===== src/bcc_pkg.sv =====
`default_nettype none
package bcc_pkg;
    // ---------------------------------------------------------------
    // timing
    // ---------------------------------------------------------------
    localparam int CLK_PERIOD_NS = 4;
    localparam int CLK_FREQ_KHZ = 250000;
    localparam int OSC_FREQ_KHZ = 2400;
    localparam int OSC_HALF_CYC = CLK_FREQ_KHZ / (2 * OSC_FREQ_KHZ);
    localparam int MPW1_NS = 20;
    localparam int MPW2_NS = 40;
    localparam int MPW3_NS = 80;
    localparam int MPW1_CYC = (MPW1_NS + CLK_PERIOD_NS - 1) / CLK_PERIOD_NS;
    localparam int MPW2_CYC = (MPW2_NS + CLK_PERIOD_NS - 1) / CLK_PERIOD_NS;
    localparam int MPW3_CYC = (MPW3_NS + CLK_PERIOD_NS - 1) / CLK_PERIOD_NS;

    // ---------------------------------------------------------------
    // register map
    // ---------------------------------------------------------------
    localparam logic [7:0] ADDR_CTRL = 8'h00;
    localparam logic [7:0] ADDR_CFG = 8'h04;
    localparam logic [7:0] ADDR_STAT = 8'h08;
    localparam logic [7:0] ADDR_SKIP = 8'h0C;
    localparam int CTRL_MPW_LSB = 6;
    localparam int CTRL_SWITCH_SIZE_SELECT_BIT = 5;
    localparam int CTRL_SYNC_BIT = 3;
    localparam int CTRL_VSEL_LSB = 0;
    localparam int CFG_DIV_LSB = 5;
    localparam int CFG_ADCINV_BIT = 4;
    localparam int CFG_INV_BIT = 3;
    localparam int CFG_ILIM_BIT = 2;
    localparam int CFG_FLOAT_BIT = 1;
    localparam int CFG_SRC_BIT = 0;
    localparam int STAT_ONECELL_BIT = 0;
    localparam int STAT_EN_BIT = 1;
    localparam int STAT_SYS_BIT = 2;
    localparam int STAT_TIE_BIT = 3;
    localparam logic [7:0] CTRL_RESET = 8'h21;
    localparam logic [7:0] CFG_RESET = 8'h00;
    localparam logic [7:0] CFG_WMASK = 8'h7F;
    localparam logic [1:0] RESP_OKAY = 2'h0;
    localparam logic [1:0] RESP_SLVERR = 2'h2;

    typedef enum logic [1:0] {
        MUX_OSC = 2'b00,
        MUX_TO_SYS = 2'b01,
        MUX_SYS = 2'b11,
        MUX_TO_OSC = 2'b10
    } bcc_mux_state_t;

    // minimum on-time in system clock cycles, zero for no minimum
    function automatic logic [7:0] bcc_mpw_cycles(input logic [1:0] code);
        unique case (code)
            2'h0: bcc_mpw_cycles = 8'h00;
            2'h1: bcc_mpw_cycles = 8'(MPW1_CYC);
            2'h2: bcc_mpw_cycles = 8'(MPW2_CYC);
            2'h3: bcc_mpw_cycles = 8'(MPW3_CYC);
        endcase
    endfunction

    // half period of the divided clock in system clock cycles: 1, 2, 4, 8
    function automatic logic [3:0] bcc_div_half(input logic [1:0] code);
        bcc_div_half = 4'h1 << code;
    endfunction
endpackage
`default_nettype wire


===== src/bcc_clk_if.sv =====
`default_nettype none
interface bcc_clk_if;
    logic sel_sys;
    logic invert;
    logic [1:0] divider;
    logic conv_clk;
    logic conv_rise;
    logic sys_active;
    modport gen (input sel_sys, input invert, input divider,
                 output conv_clk, output conv_rise, output sys_active);
    modport ctl (output sel_sys, output invert, output divider,
                 input conv_clk, input conv_rise, input sys_active);
endinterface
`default_nettype wire


===== src/bcc_boost_ctrl.sv =====
// Overview of operation
// - skip whole pulse below minimum width
// - latch cell mode from strap at power-on
// - two-cell mode keeps converter always off
// - one-cell: off in sleep, on otherwise
// - cell mode changes only at power-on reset
// - config bit 0 selects oscillator or system clock
// - internal oscillator runs near 2.4 MHz
// - bits 6:5 divide system clock for converter
// - config bit 3 inverts divider output clock
// - sleep disables converter, rail tied to battery
// - float bit leaves rail open in sleep
// - reset values work without software setup
// - divider codes mean divide by 2,4,8,16
// - divider ignored when oscillator is selected
// - minimum width codes: none,20,40,80 ns
//
// Implementation choices: the AXI4-Lite register port and the register offsets.
`default_nettype none
module bcc_boost_ctrl
    import bcc_pkg::*;
(
    input wire logic clk_sys_i,
    input wire logic rst_n_i,
    input wire logic por_n_i,
    input wire logic converter_strap_pin_i,
    input wire logic sleep_mode_i,
    input wire logic [7:0] duty_demand_i,
    input wire logic [7:0] s_axi_awaddr_i,
    input wire logic s_axi_awvalid_i,
    output logic s_axi_awready_o,
    input wire logic [31:0] s_axi_wdata_i,
    input wire logic [3:0] s_axi_wstrb_i,
    input wire logic s_axi_wvalid_i,
    output logic s_axi_wready_o,
    output logic [1:0] s_axi_bresp_o,
    output logic s_axi_bvalid_o,
    input wire logic s_axi_bready_i,
    input wire logic [7:0] s_axi_araddr_i,
    input wire logic s_axi_arvalid_i,
    output logic s_axi_arready_o,
    output logic [31:0] s_axi_rdata_o,
    output logic [1:0] s_axi_rresp_o,
    output logic s_axi_rvalid_o,
    input wire logic s_axi_rready_i,
    output logic converter_enable_o,
    output logic converter_clock_o,
    output logic switch_drive_o,
    output logic pulse_skipped_o,
    output logic rail_tie_battery_o,
    output logic [2:0] target_voltage_sel_o,
    output logic switch_size_select_o,
    output logic peak_current_limit_o,
    output logic adc_sync_enable_o,
    output logic adc_clock_invert_o
);
    bcc_clk_if cif ();

    logic [7:0] converter_control_reg;
    logic [7:0] converter_config_reg;
    logic [15:0] skip_count;
    logic one_cell_mode;
    logic strap_taken;
    logic aw_held;
    logic w_held;
    logic [7:0] aw_addr;
    logic [31:0] w_data;
    logic [3:0] w_strb;
    logic write_fire;
    logic read_fire;
    logic [7:0] on_cnt;
    logic [7:0] min_cycles;
    logic skip_now;

    // ---------------------------------------------------------------
    // cell mode strap, touched only by the power-on reset
    // ---------------------------------------------------------------
    // the strap is caught on the first edge after power-on release;
    // the ordinary reset does not reach these flops, so it cannot
    // flip the mode of a running supply
    always_ff @(posedge clk_sys_i or negedge por_n_i) begin
        if (!por_n_i) begin
            one_cell_mode <= 1'b0;
            strap_taken <= 1'b0;
        end else if (!strap_taken) begin
            one_cell_mode <= converter_strap_pin_i;
            strap_taken <= 1'b1;
        end
    end

    // ---------------------------------------------------------------
    // enable and sleep rail control
    // ---------------------------------------------------------------
    always_ff @(posedge clk_sys_i or negedge rst_n_i) begin
        if (!rst_n_i) begin
            converter_enable_o <= 1'b0;
            rail_tie_battery_o <= 1'b0;
        end else begin
            converter_enable_o <= strap_taken && one_cell_mode && !sleep_mode_i;
            rail_tie_battery_o <= sleep_mode_i
                && !converter_config_reg[CFG_FLOAT_BIT];
        end
    end

    // ---------------------------------------------------------------
    // AXI4-Lite write channel
    // ---------------------------------------------------------------
    assign s_axi_awready_o = !aw_held && !s_axi_bvalid_o;
    assign s_axi_wready_o = !w_held && !s_axi_bvalid_o;
    assign write_fire = aw_held && w_held && !s_axi_bvalid_o;

    always_ff @(posedge clk_sys_i or negedge rst_n_i) begin
        if (!rst_n_i) begin
            aw_held <= 1'b0;
            w_held <= 1'b0;
            aw_addr <= 8'h00;
            w_data <= 32'h0000_0000;
            w_strb <= 4'h0;
            s_axi_bvalid_o <= 1'b0;
            s_axi_bresp_o <= RESP_OKAY;
        end else begin
            if (s_axi_awvalid_i && s_axi_awready_o) begin
                aw_held <= 1'b1;
                aw_addr <= s_axi_awaddr_i;
            end
            if (s_axi_wvalid_i && s_axi_wready_o) begin
                w_held <= 1'b1;
                w_data <= s_axi_wdata_i;
                w_strb <= s_axi_wstrb_i;
            end
            if (write_fire) begin
                aw_held <= 1'b0;
                w_held <= 1'b0;
                s_axi_bvalid_o <= 1'b1;
                s_axi_bresp_o <= (aw_addr[7:2] == ADDR_CTRL[7:2]
                    || aw_addr[7:2] == ADDR_CFG[7:2]) ? RESP_OKAY : RESP_SLVERR;
            end else if (s_axi_bvalid_o && s_axi_bready_i) begin
                s_axi_bvalid_o <= 1'b0;
            end
        end
    end

    // ---------------------------------------------------------------
    // configuration registers
    // ---------------------------------------------------------------
    // the reset values give a working converter with no software setup
    always_ff @(posedge clk_sys_i or negedge rst_n_i) begin
        if (!rst_n_i) begin
            converter_control_reg <= CTRL_RESET;
            converter_config_reg <= CFG_RESET;
        end else if (write_fire && w_strb[0]) begin
            if (aw_addr[7:2] == ADDR_CTRL[7:2]) begin
                converter_control_reg <= w_data[7:0];
            end
            if (aw_addr[7:2] == ADDR_CFG[7:2]) begin
                converter_config_reg <= w_data[7:0] & CFG_WMASK;
            end
        end
    end

    assign cif.sel_sys = converter_config_reg[CFG_SRC_BIT];
    assign cif.invert = converter_config_reg[CFG_INV_BIT];
    assign cif.divider = converter_config_reg[CFG_DIV_LSB +: 2];
    assign target_voltage_sel_o = converter_control_reg[CTRL_VSEL_LSB +: 3];
    assign switch_size_select_o = converter_control_reg[CTRL_SWITCH_SIZE_SELECT_BIT];
    assign adc_sync_enable_o = converter_control_reg[CTRL_SYNC_BIT];
    assign peak_current_limit_o = converter_config_reg[CFG_ILIM_BIT];
    assign adc_clock_invert_o = converter_config_reg[CFG_ADCINV_BIT];

    // ---------------------------------------------------------------
    // AXI4-Lite read channel
    // ---------------------------------------------------------------
    assign s_axi_arready_o = !s_axi_rvalid_o;
    assign read_fire = s_axi_arvalid_i && s_axi_arready_o;

    always_ff @(posedge clk_sys_i or negedge rst_n_i) begin
        if (!rst_n_i) begin
            s_axi_rvalid_o <= 1'b0;
            s_axi_rdata_o <= 32'h0000_0000;
            s_axi_rresp_o <= RESP_OKAY;
        end else if (read_fire) begin
            s_axi_rvalid_o <= 1'b1;
            s_axi_rresp_o <= RESP_OKAY;
            s_axi_rdata_o <= 32'h0000_0000;
            unique case (s_axi_araddr_i[7:2])
                ADDR_CTRL[7:2]: s_axi_rdata_o[7:0] <= converter_control_reg;
                ADDR_CFG[7:2]: s_axi_rdata_o[7:0] <= converter_config_reg;
                ADDR_STAT[7:2]: begin
                    s_axi_rdata_o[STAT_ONECELL_BIT] <= one_cell_mode;
                    s_axi_rdata_o[STAT_EN_BIT] <= converter_enable_o;
                    s_axi_rdata_o[STAT_SYS_BIT] <= cif.sys_active;
                    s_axi_rdata_o[STAT_TIE_BIT] <= rail_tie_battery_o;
                end
                ADDR_SKIP[7:2]: s_axi_rdata_o[15:0] <= skip_count;
                default: s_axi_rresp_o <= RESP_SLVERR;
            endcase
        end else if (s_axi_rvalid_o && s_axi_rready_i) begin
            s_axi_rvalid_o <= 1'b0;
        end
    end

    // ---------------------------------------------------------------
    // switching clock
    // ---------------------------------------------------------------
    bcc_clk_gen u_clk_gen (
        .clk_sys_i(clk_sys_i),
        .rst_n_i(rst_n_i),
        .cif(cif.gen)
    );

    always_ff @(posedge clk_sys_i or negedge rst_n_i) begin
        if (!rst_n_i) begin
            converter_clock_o <= 1'b0;
        end else begin
            converter_clock_o <= cif.conv_clk && converter_enable_o;
        end
    end

    // ---------------------------------------------------------------
    // pulse width and pulse skipping
    // ---------------------------------------------------------------
    // the demand is the on-time in system clock cycles, taken at each
    // rising edge of the switching clock; a demand below the minimum
    // drops the whole pulse rather than emitting a short one
    assign min_cycles = bcc_mpw_cycles(converter_control_reg[CTRL_MPW_LSB +: 2]);
    assign skip_now = cif.conv_rise && converter_enable_o
        && (duty_demand_i < min_cycles);

    always_ff @(posedge clk_sys_i or negedge rst_n_i) begin
        if (!rst_n_i) begin
            switch_drive_o <= 1'b0;
            on_cnt <= 8'h00;
        end else if (!converter_enable_o || skip_now) begin
            switch_drive_o <= 1'b0;
            on_cnt <= 8'h00;
        end else if (cif.conv_rise && duty_demand_i != 8'h00) begin
            switch_drive_o <= 1'b1;
            on_cnt <= duty_demand_i;
        end else if (on_cnt > 8'h01) begin
            on_cnt <= on_cnt - 8'h01;
        end else begin
            switch_drive_o <= 1'b0;
            on_cnt <= 8'h00;
        end
    end

    always_ff @(posedge clk_sys_i or negedge rst_n_i) begin
        if (!rst_n_i) begin
            pulse_skipped_o <= 1'b0;
            skip_count <= 16'h0000;
        end else begin
            pulse_skipped_o <= skip_now;
            if (skip_now && skip_count != 16'hFFFF) begin
                skip_count <= skip_count + 16'h0001;
            end
        end
    end

    // ---------------------------------------------------------------
    // checks
    // ---------------------------------------------------------------
    a_skip_whole_pulse: assert property (@(posedge clk_sys_i) disable iff (!rst_n_i)
        skip_now |=> !switch_drive_o && pulse_skipped_o)
        else $error("short pulse not skipped");
    a_pulse_full_width: assert property (@(posedge clk_sys_i) disable iff (!rst_n_i)
        cif.conv_rise && converter_enable_o && !skip_now && duty_demand_i == 8'h05
        ##1 converter_enable_o && !cif.conv_rise [*4] |-> switch_drive_o)
        else $error("pulse ended before its demanded width");
    a_strap_capture: assert property (@(posedge clk_sys_i) disable iff (!por_n_i)
        por_n_i && !strap_taken |=> strap_taken && one_cell_mode == $past(converter_strap_pin_i))
        else $error("strap not latched after power-on");
    a_cell_mode_held: assert property (@(posedge clk_sys_i) disable iff (!por_n_i)
        strap_taken |=> $stable(one_cell_mode))
        else $error("cell mode changed outside power-on");
    a_two_cell_off: assert property (@(posedge clk_sys_i) disable iff (!rst_n_i)
        strap_taken && !one_cell_mode |=> !converter_enable_o)
        else $error("converter enabled in two-cell mode");
    a_one_cell_en: assert property (@(posedge clk_sys_i) disable iff (!rst_n_i)
        rst_n_i && strap_taken && one_cell_mode |=> converter_enable_o == !$past(sleep_mode_i))
        else $error("one-cell enable does not follow sleep");
    a_sleep_rail_tie: assert property (@(posedge clk_sys_i) disable iff (!rst_n_i)
        rst_n_i && sleep_mode_i && !converter_config_reg[CFG_FLOAT_BIT]
        |=> rail_tie_battery_o && !converter_enable_o)
        else $error("rail not tied to battery in sleep");
    a_sleep_rail_float: assert property (@(posedge clk_sys_i) disable iff (!rst_n_i)
        converter_config_reg[CFG_FLOAT_BIT] |=> !rail_tie_battery_o)
        else $error("rail tied although float selected");
    a_src_select: assert property (@(posedge clk_sys_i) disable iff (!rst_n_i)
        $rose(cif.sys_active) |-> converter_config_reg[CFG_SRC_BIT])
        else $error("system clock path active while not selected");
endmodule
`default_nettype wire


===== src/bcc_clk_gen.sv =====
`default_nettype none
module bcc_clk_gen
    import bcc_pkg::*;
(
    input wire logic clk_sys_i,
    input wire logic rst_n_i,
    bcc_clk_if.gen cif
);
    logic [5:0] osc_cnt;
    logic osc_lvl;
    logic [3:0] sys_cnt;
    logic sys_lvl;
    logic sys_src;
    logic conv_q;
    bcc_mux_state_t mux_state;

    // ---------------------------------------------------------------
    // local oscillator, about 2.4 MHz
    // ---------------------------------------------------------------
    always_ff @(posedge clk_sys_i or negedge rst_n_i) begin
        if (!rst_n_i) begin
            osc_cnt <= 6'h00;
            osc_lvl <= 1'b0;
        end else if (osc_cnt == 6'(OSC_HALF_CYC - 1)) begin
            osc_cnt <= 6'h00;
            osc_lvl <= ~osc_lvl;
        end else begin
            osc_cnt <= osc_cnt + 6'h01;
        end
    end

    // ---------------------------------------------------------------
    // system clock path: divider then optional inversion
    // ---------------------------------------------------------------
    always_ff @(posedge clk_sys_i or negedge rst_n_i) begin
        if (!rst_n_i) begin
            sys_cnt <= 4'h0;
            sys_lvl <= 1'b0;
        end else if (sys_cnt >= bcc_div_half(cif.divider) - 4'h1) begin
            sys_cnt <= 4'h0;
            sys_lvl <= ~sys_lvl;
        end else begin
            sys_cnt <= sys_cnt + 4'h1;
        end
    end

    assign sys_src = sys_lvl ^ cif.invert;

    // ---------------------------------------------------------------
    // glitch-free source switch
    // ---------------------------------------------------------------
    // the output is parked low until the new source is low, so no runt
    // high phase can appear whatever the phase relation of the sources
    always_ff @(posedge clk_sys_i or negedge rst_n_i) begin
        if (!rst_n_i) begin
            mux_state <= MUX_OSC;
        end else begin
            unique case (mux_state)
                MUX_OSC: if (cif.sel_sys && !osc_lvl) mux_state <= MUX_TO_SYS;
                MUX_TO_SYS: if (!sys_src) mux_state <= MUX_SYS;
                MUX_SYS: if (!cif.sel_sys && !sys_src) mux_state <= MUX_TO_OSC;
                MUX_TO_OSC: if (!osc_lvl) mux_state <= MUX_OSC;
            endcase
        end
    end

    always_ff @(posedge clk_sys_i or negedge rst_n_i) begin
        if (!rst_n_i) begin
            cif.conv_clk <= 1'b0;
            conv_q <= 1'b0;
        end else begin
            unique case (mux_state)
                MUX_OSC: cif.conv_clk <= osc_lvl;
                MUX_SYS: cif.conv_clk <= sys_src;
                MUX_TO_SYS, MUX_TO_OSC: cif.conv_clk <= 1'b0;
            endcase
            conv_q <= cif.conv_clk;
        end
    end

    assign cif.conv_rise = cif.conv_clk & ~conv_q;
    assign cif.sys_active = (mux_state == MUX_SYS);

    a_osc_half_period: assert property (@(posedge clk_sys_i) disable iff (!rst_n_i)
        $changed(osc_lvl) |-> $past(osc_cnt) == 6'(OSC_HALF_CYC - 1))
        else $error("oscillator half period wrong");
    a_mux_no_runt: assert property (@(posedge clk_sys_i) disable iff (!rst_n_i)
        (mux_state == MUX_TO_SYS || mux_state == MUX_TO_OSC) |=> !cif.conv_clk)
        else $error("converter clock high while switching source");
    a_osc_ignores_div: assert property (@(posedge clk_sys_i) disable iff (!rst_n_i)
        mux_state == MUX_OSC |=> cif.conv_clk == $past(osc_lvl))
        else $error("converter clock does not follow oscillator");
    a_sys_path_invert: assert property (@(posedge clk_sys_i) disable iff (!rst_n_i)
        mux_state == MUX_SYS |=> cif.conv_clk == ($past(sys_lvl) ^ $past(cif.invert)))
        else $error("system clock path not inverted as selected");
endmodule
`default_nettype wire


===== config.mk =====
export PLATFORM = sky130hd
export DESIGN_NAME = bcc_boost_ctrl
export DESIGN_NICKNAME = d
export VERILOG_FILES = /design/src/bcc_pkg.sv /design/src/bcc_clk_if.sv /design/src/bcc_boost_ctrl.sv /design/src/bcc_clk_gen.sv
export SDC_FILE = /design/constraint.sdc
export NUM_CORES = 1
export LEC_CHECK = 0
export BUFFER_PORTS_ARGS = -buffer_cell sky130_fd_sc_hd__buf_2
export CAP_MARGIN = 20
export CORE_UTILIZATION = 53
export CTS_CLUSTER_SIZE = 10
export DETAILED_ROUTE_END_ITERATION = 6
export GPL_ROUTABILITY_DRIVEN = 0
export PLACE_DENSITY = 0.8
export SYNTH_ARGS = -nofsm -noshare
export SYNTH_HDL_FRONTEND = slang
export SYNTH_SLANG_ARGS = --single-unit

===== constraint.sdc =====
create_clock -name clk_sys_i -period 2.45 [get_ports clk_sys_i]
set_input_delay 0.1225 -clock clk_sys_i [delete_from_list [all_inputs] [get_ports clk_sys_i]]
set_output_delay 0.1225 -clock clk_sys_i [all_outputs]
set_load 0.05 [all_outputs]

==> results.txt <==
The flow ran to the end, and the final reports show no timing, DRC or antenna violations. In this run the power density over the cells is 911.4 nW/µm². Summing all non-filler instances in the final layout gives an area of 5515 µm². The tools report the worst slack on hold paths as 0.05666 ns. Counting flops with a built-in enable in the synthesized netlist gives 0.

The synthesized netlist devotes 7.862% of its cell area to compound gates. The start-to-end type of the worst setup path is flip-flop to flip-flop. The H-tree was split into 3 levels. After synthesis the netlist holds a flip-flop and latch count of 99. The logs give 22.03% for the overall fraction of global-route tracks in use and 47 for the number of different library cells in the post-synthesis netlist. The worst-case headroom to the max-slew limit is 58.49%. The element type at the critical path end was a flip-flop. The leakage component of the power is 2.762 nW, and the total via count in the routed design is 3337. The main combinational cell family by area after synthesis was simple AND/OR/NAND/NOR gates. The number of diodes added for antenna fixing was 0; the average size of a mapped cell was 11.49 µm². The floorplan step set the die width to 95.80 µm.

The tools report the core box area as 8382 µm². Summing the sequential cell areas from Yosys gives 53.18% of the chip area. After the last flow step, the layout net total stands at 583. Summing the areas of all fa, ha and maj instances in the mapped netlist gives 3.220% of the synthesized area. In this run the critical register-to-register path is launched from converter_control_reg[6]. Setup repair after global routing left no endpoint under its margin. The tools report the number of pins with negative max-slew slack in the final report as 0.

The gate family responsible for the most delay along the worst path is simple AND/OR/NAND/NOR gates. The estimated wirelength of the detail-placed design was 6483 µm. The synthesized area is 4663 µm². The type of element launching the critical path was a flip-flop.

Relative to the synthesized area, the layout overhead comes to 18.27%. Across the run, the number of max-cap violations was 0. For the count of clock tree sinks, the log shows 99.

The master cell of the clock root buffer is clkbuf_8. The count of nets left with antenna violations once routing finished came out at 0. Multiplexer cells account for 11.03% of the synthesized area. The worst register-to-register path has a setup slack of 0.15 ns.

The synthesized netlist devotes 4.508% of its cell area to XOR and XNOR gates. The run gives 0 as the number of antenna violations at the first check in global routing. The slowest stage of the critical path is the dfrtp_1 cell. TritonCTS built the clock tree. During synthesis, Yosys emitted a total of 0 warnings.

The starting density of the core was 55.64%; the maximum single-stage delay on the critical path was 0.39 ns. The die outline height is 95.80 µm, and the number of buffers created by CTS is 9. Of the cells placed in the final design, the portion with a size suffix greater than 1 is 28.26%. For the final routed database, the setup TNS stands at 0 ns. The via count of the first global-routing pass is 3280, and the number of detailed-route iterations in the first pass is 4. For the placed cell area, the log shows 5072 µm². After the first detailed-routing iteration, the DRC count stood at 122. The detail-routed net length per standard cell came out at 15.00 µm.

The logs give 0 for the hold violation count in the final report and 0 for the sum of overflow across all layers after global routing. The post-CTS setup buffer count came out at 0. The run gives 434.8 MHz as the maximum achievable frequency. The min-delay analysis places its worst path in the category input pin to asynchronous set/reset pin. Of the available clock period, the critical path in the final layout requires 93.87%.

The critical path goes through inv_1, nand2_1, ha_1, nor4b_2, nor2_1, a211o_1, buf_4, nor4_1, xor2_1. The logs give 51 for the pin count of the biggest net entering global routing and 33 for the count of standard-cell rows. The clock-pin transition on the worst setup and hold timing paths is 0.10 ns.

VDD sags by at most 0.7224 mV. The longest clock path from root to sink contains 2 buffers. The tools report the I/O pin count as 123.

In this run the worst path has a maximum fanout of 8. In this run the worst setup path begins at converter_control_reg[6]. For the worst setup path, the data arrival time is 2.59 ns. After detailed routing, the number of remaining DRC violations is 0. After layout, the design draws a total of 0.005027 W.

Among all flip-flop cells after synthesis, the most frequent one is dfrtp_1. The area of the die came out at 9178 µm². The minimum clock period after layout is 2.300 ns. The run gives 9164 µm as the aggregate routed wire length. Setup violations remaining at the end of the flow were counted as 0. The largest registers in the layout are s_axi_rdata_o (16), skip_count (16). The transition time of the tightest slew-check pin was 0.6226 ns; the simple-gate area share of the yosys netlist was 13.74%. Counting cells, the worst reg-to-reg path comes to 9. On the final layout, the worst clock skew is 0.009427 ns. In this run the critical register-to-register path is captured at skip_count[8]. Counting every instance in the synthesized netlist gives 406. The critical path contains buffers and inverters numbering 2 combined. The worst-skew pair later-pin latency is 0.36 ns. Port buffering added 73 buffers. The first global-routing pass estimated 15170 µm of wire.

STA puts the critical path data required time at 2.74 ns. The detail-routed via count per cell is 5.462, and the fraction of registers with async set/reset is 100.0%.
worst max-delay path by stage:
stage,slack [ns],end,cells past startpoint
global route,0.01,skip_count[8],9
detailed placement,0.07,skip_count[1],9
finish,0.15,skip_count[8],9
global placement,0.21,skip_count[1],9
floorplan,0.1,w_data[0],4
CTS,0.05,skip_count[1],9
cell usage in the layout (no fill, tap or decap), drive strengths merged, types with 6 or more instances in the layout:
cell type and count:
nand2 21, dlygate4sd3 21, xor2 18, nor2 31, clkbuf 9, inv 19, a21oi 10, nor4 11
dfrtp 97, nor3 10, a22o 14, o21ai 13, xnor2 6, nand3 15, mux2 32, mux2i 6
buf 82, a22oi 7, ha 12, conb 19
repair_timing:
| action | in CTS | in global routing |
|---|---|---|
| gates resized for setup | 0 | 4 |
| hold buffers | 21 | 0 |
| endpoints found under the setup margin | 0 | 7 |
| hold endpoints to repair | 67 | 0 |
cell usage after synthesis, types with 3 or more instances:
master / number / share of area (%)
nor3_1: 9 / 0.97
a21o_1: 3 / 0.48
nand2_1: 21 / 1.7
nand4_1: 4 / 0.54
nand3_1: 15 / 1.6
inv_1: 16 / 1.3
buf_2: 4 / 0.43
dfrtp_1: 97 / 52
nor2b_1: 3 / 0.40
a21oi_1: 10 / 1.1
nor2_1: 31 / 2.5
nor4_1: 9 / 1.2
o21ai_0: 13 / 1.4
mux4_2: 3 / 1.4
a22o_1: 14 / 2.6
clkbuf_1: 8 / 0.64
xnor2_1: 6 / 1.1
nor3b_1: 3 / 0.48
ha_1: 12 / 3.2
and2_1: 4 / 0.54
or4_1: 3 / 0.48
mux2_2: 25 / 6.0
mux2i_1: 6 / 1.3
and3_1: 4 / 0.54
or3_1: 4 / 0.54
mux2_4: 7 / 2.3
xor2_1: 18 / 3.4
buf_4: 21 / 3.4
a22oi_1: 7 / 1.1
metal layers:
metal,global-route usage (%),wire length (µm),vias to the layer above,part of all wire [%]
met5,0,0,-,0
met4,9.577,212,0,2.3
met3,4.581,378,16,4.1
met2,37.02,4588,97,50
met1,27.60,3984,1644,43
li1,-,-,1580,-
cell families after synthesis:
family,count (synthesis)
other cells,2
fa+ha+maj,12
buf+inv,52
xor+xnor,24
flops,99
compound gates,54
mux,41
simple gates,122
layout make-up:
cell class / instances / area [µm²]
repair buffers: 103 / 658.1
flip-flops and latches: 99 / 2481
multi-input cells: 272 / 1968
inverters: 16 / 60.06
fillers: 642 / 2867
well taps: 105 / 131.4
clock buffers: 9 / 123.9
clock inverters: 7 / 92.59
power breakdown:
group | switching (W) | total (W) | internal [W]
sequential | 0.000276 | 0.00226 | 0.00199
combinational | 0.000994 | 0.00166 | 0.000664
clock | 0.000609 | 0.00111 | 0.000499
total | 0.00188 | 0.00503 | 0.00315
metrics by stage:
step	setup WS, ns	utilization, %	cells
2_1_floorplan	0.09674	-	423
3_3_place_gp	0.2122	60.52	574
3_5_place_dp	0.06827	60.52	574
4_1_cts	0.04515	65.61	611
5_1_grt	0.01359	65.80	611
6_report	0.1501	65.80	611
(Power assumes the default switching activity.)
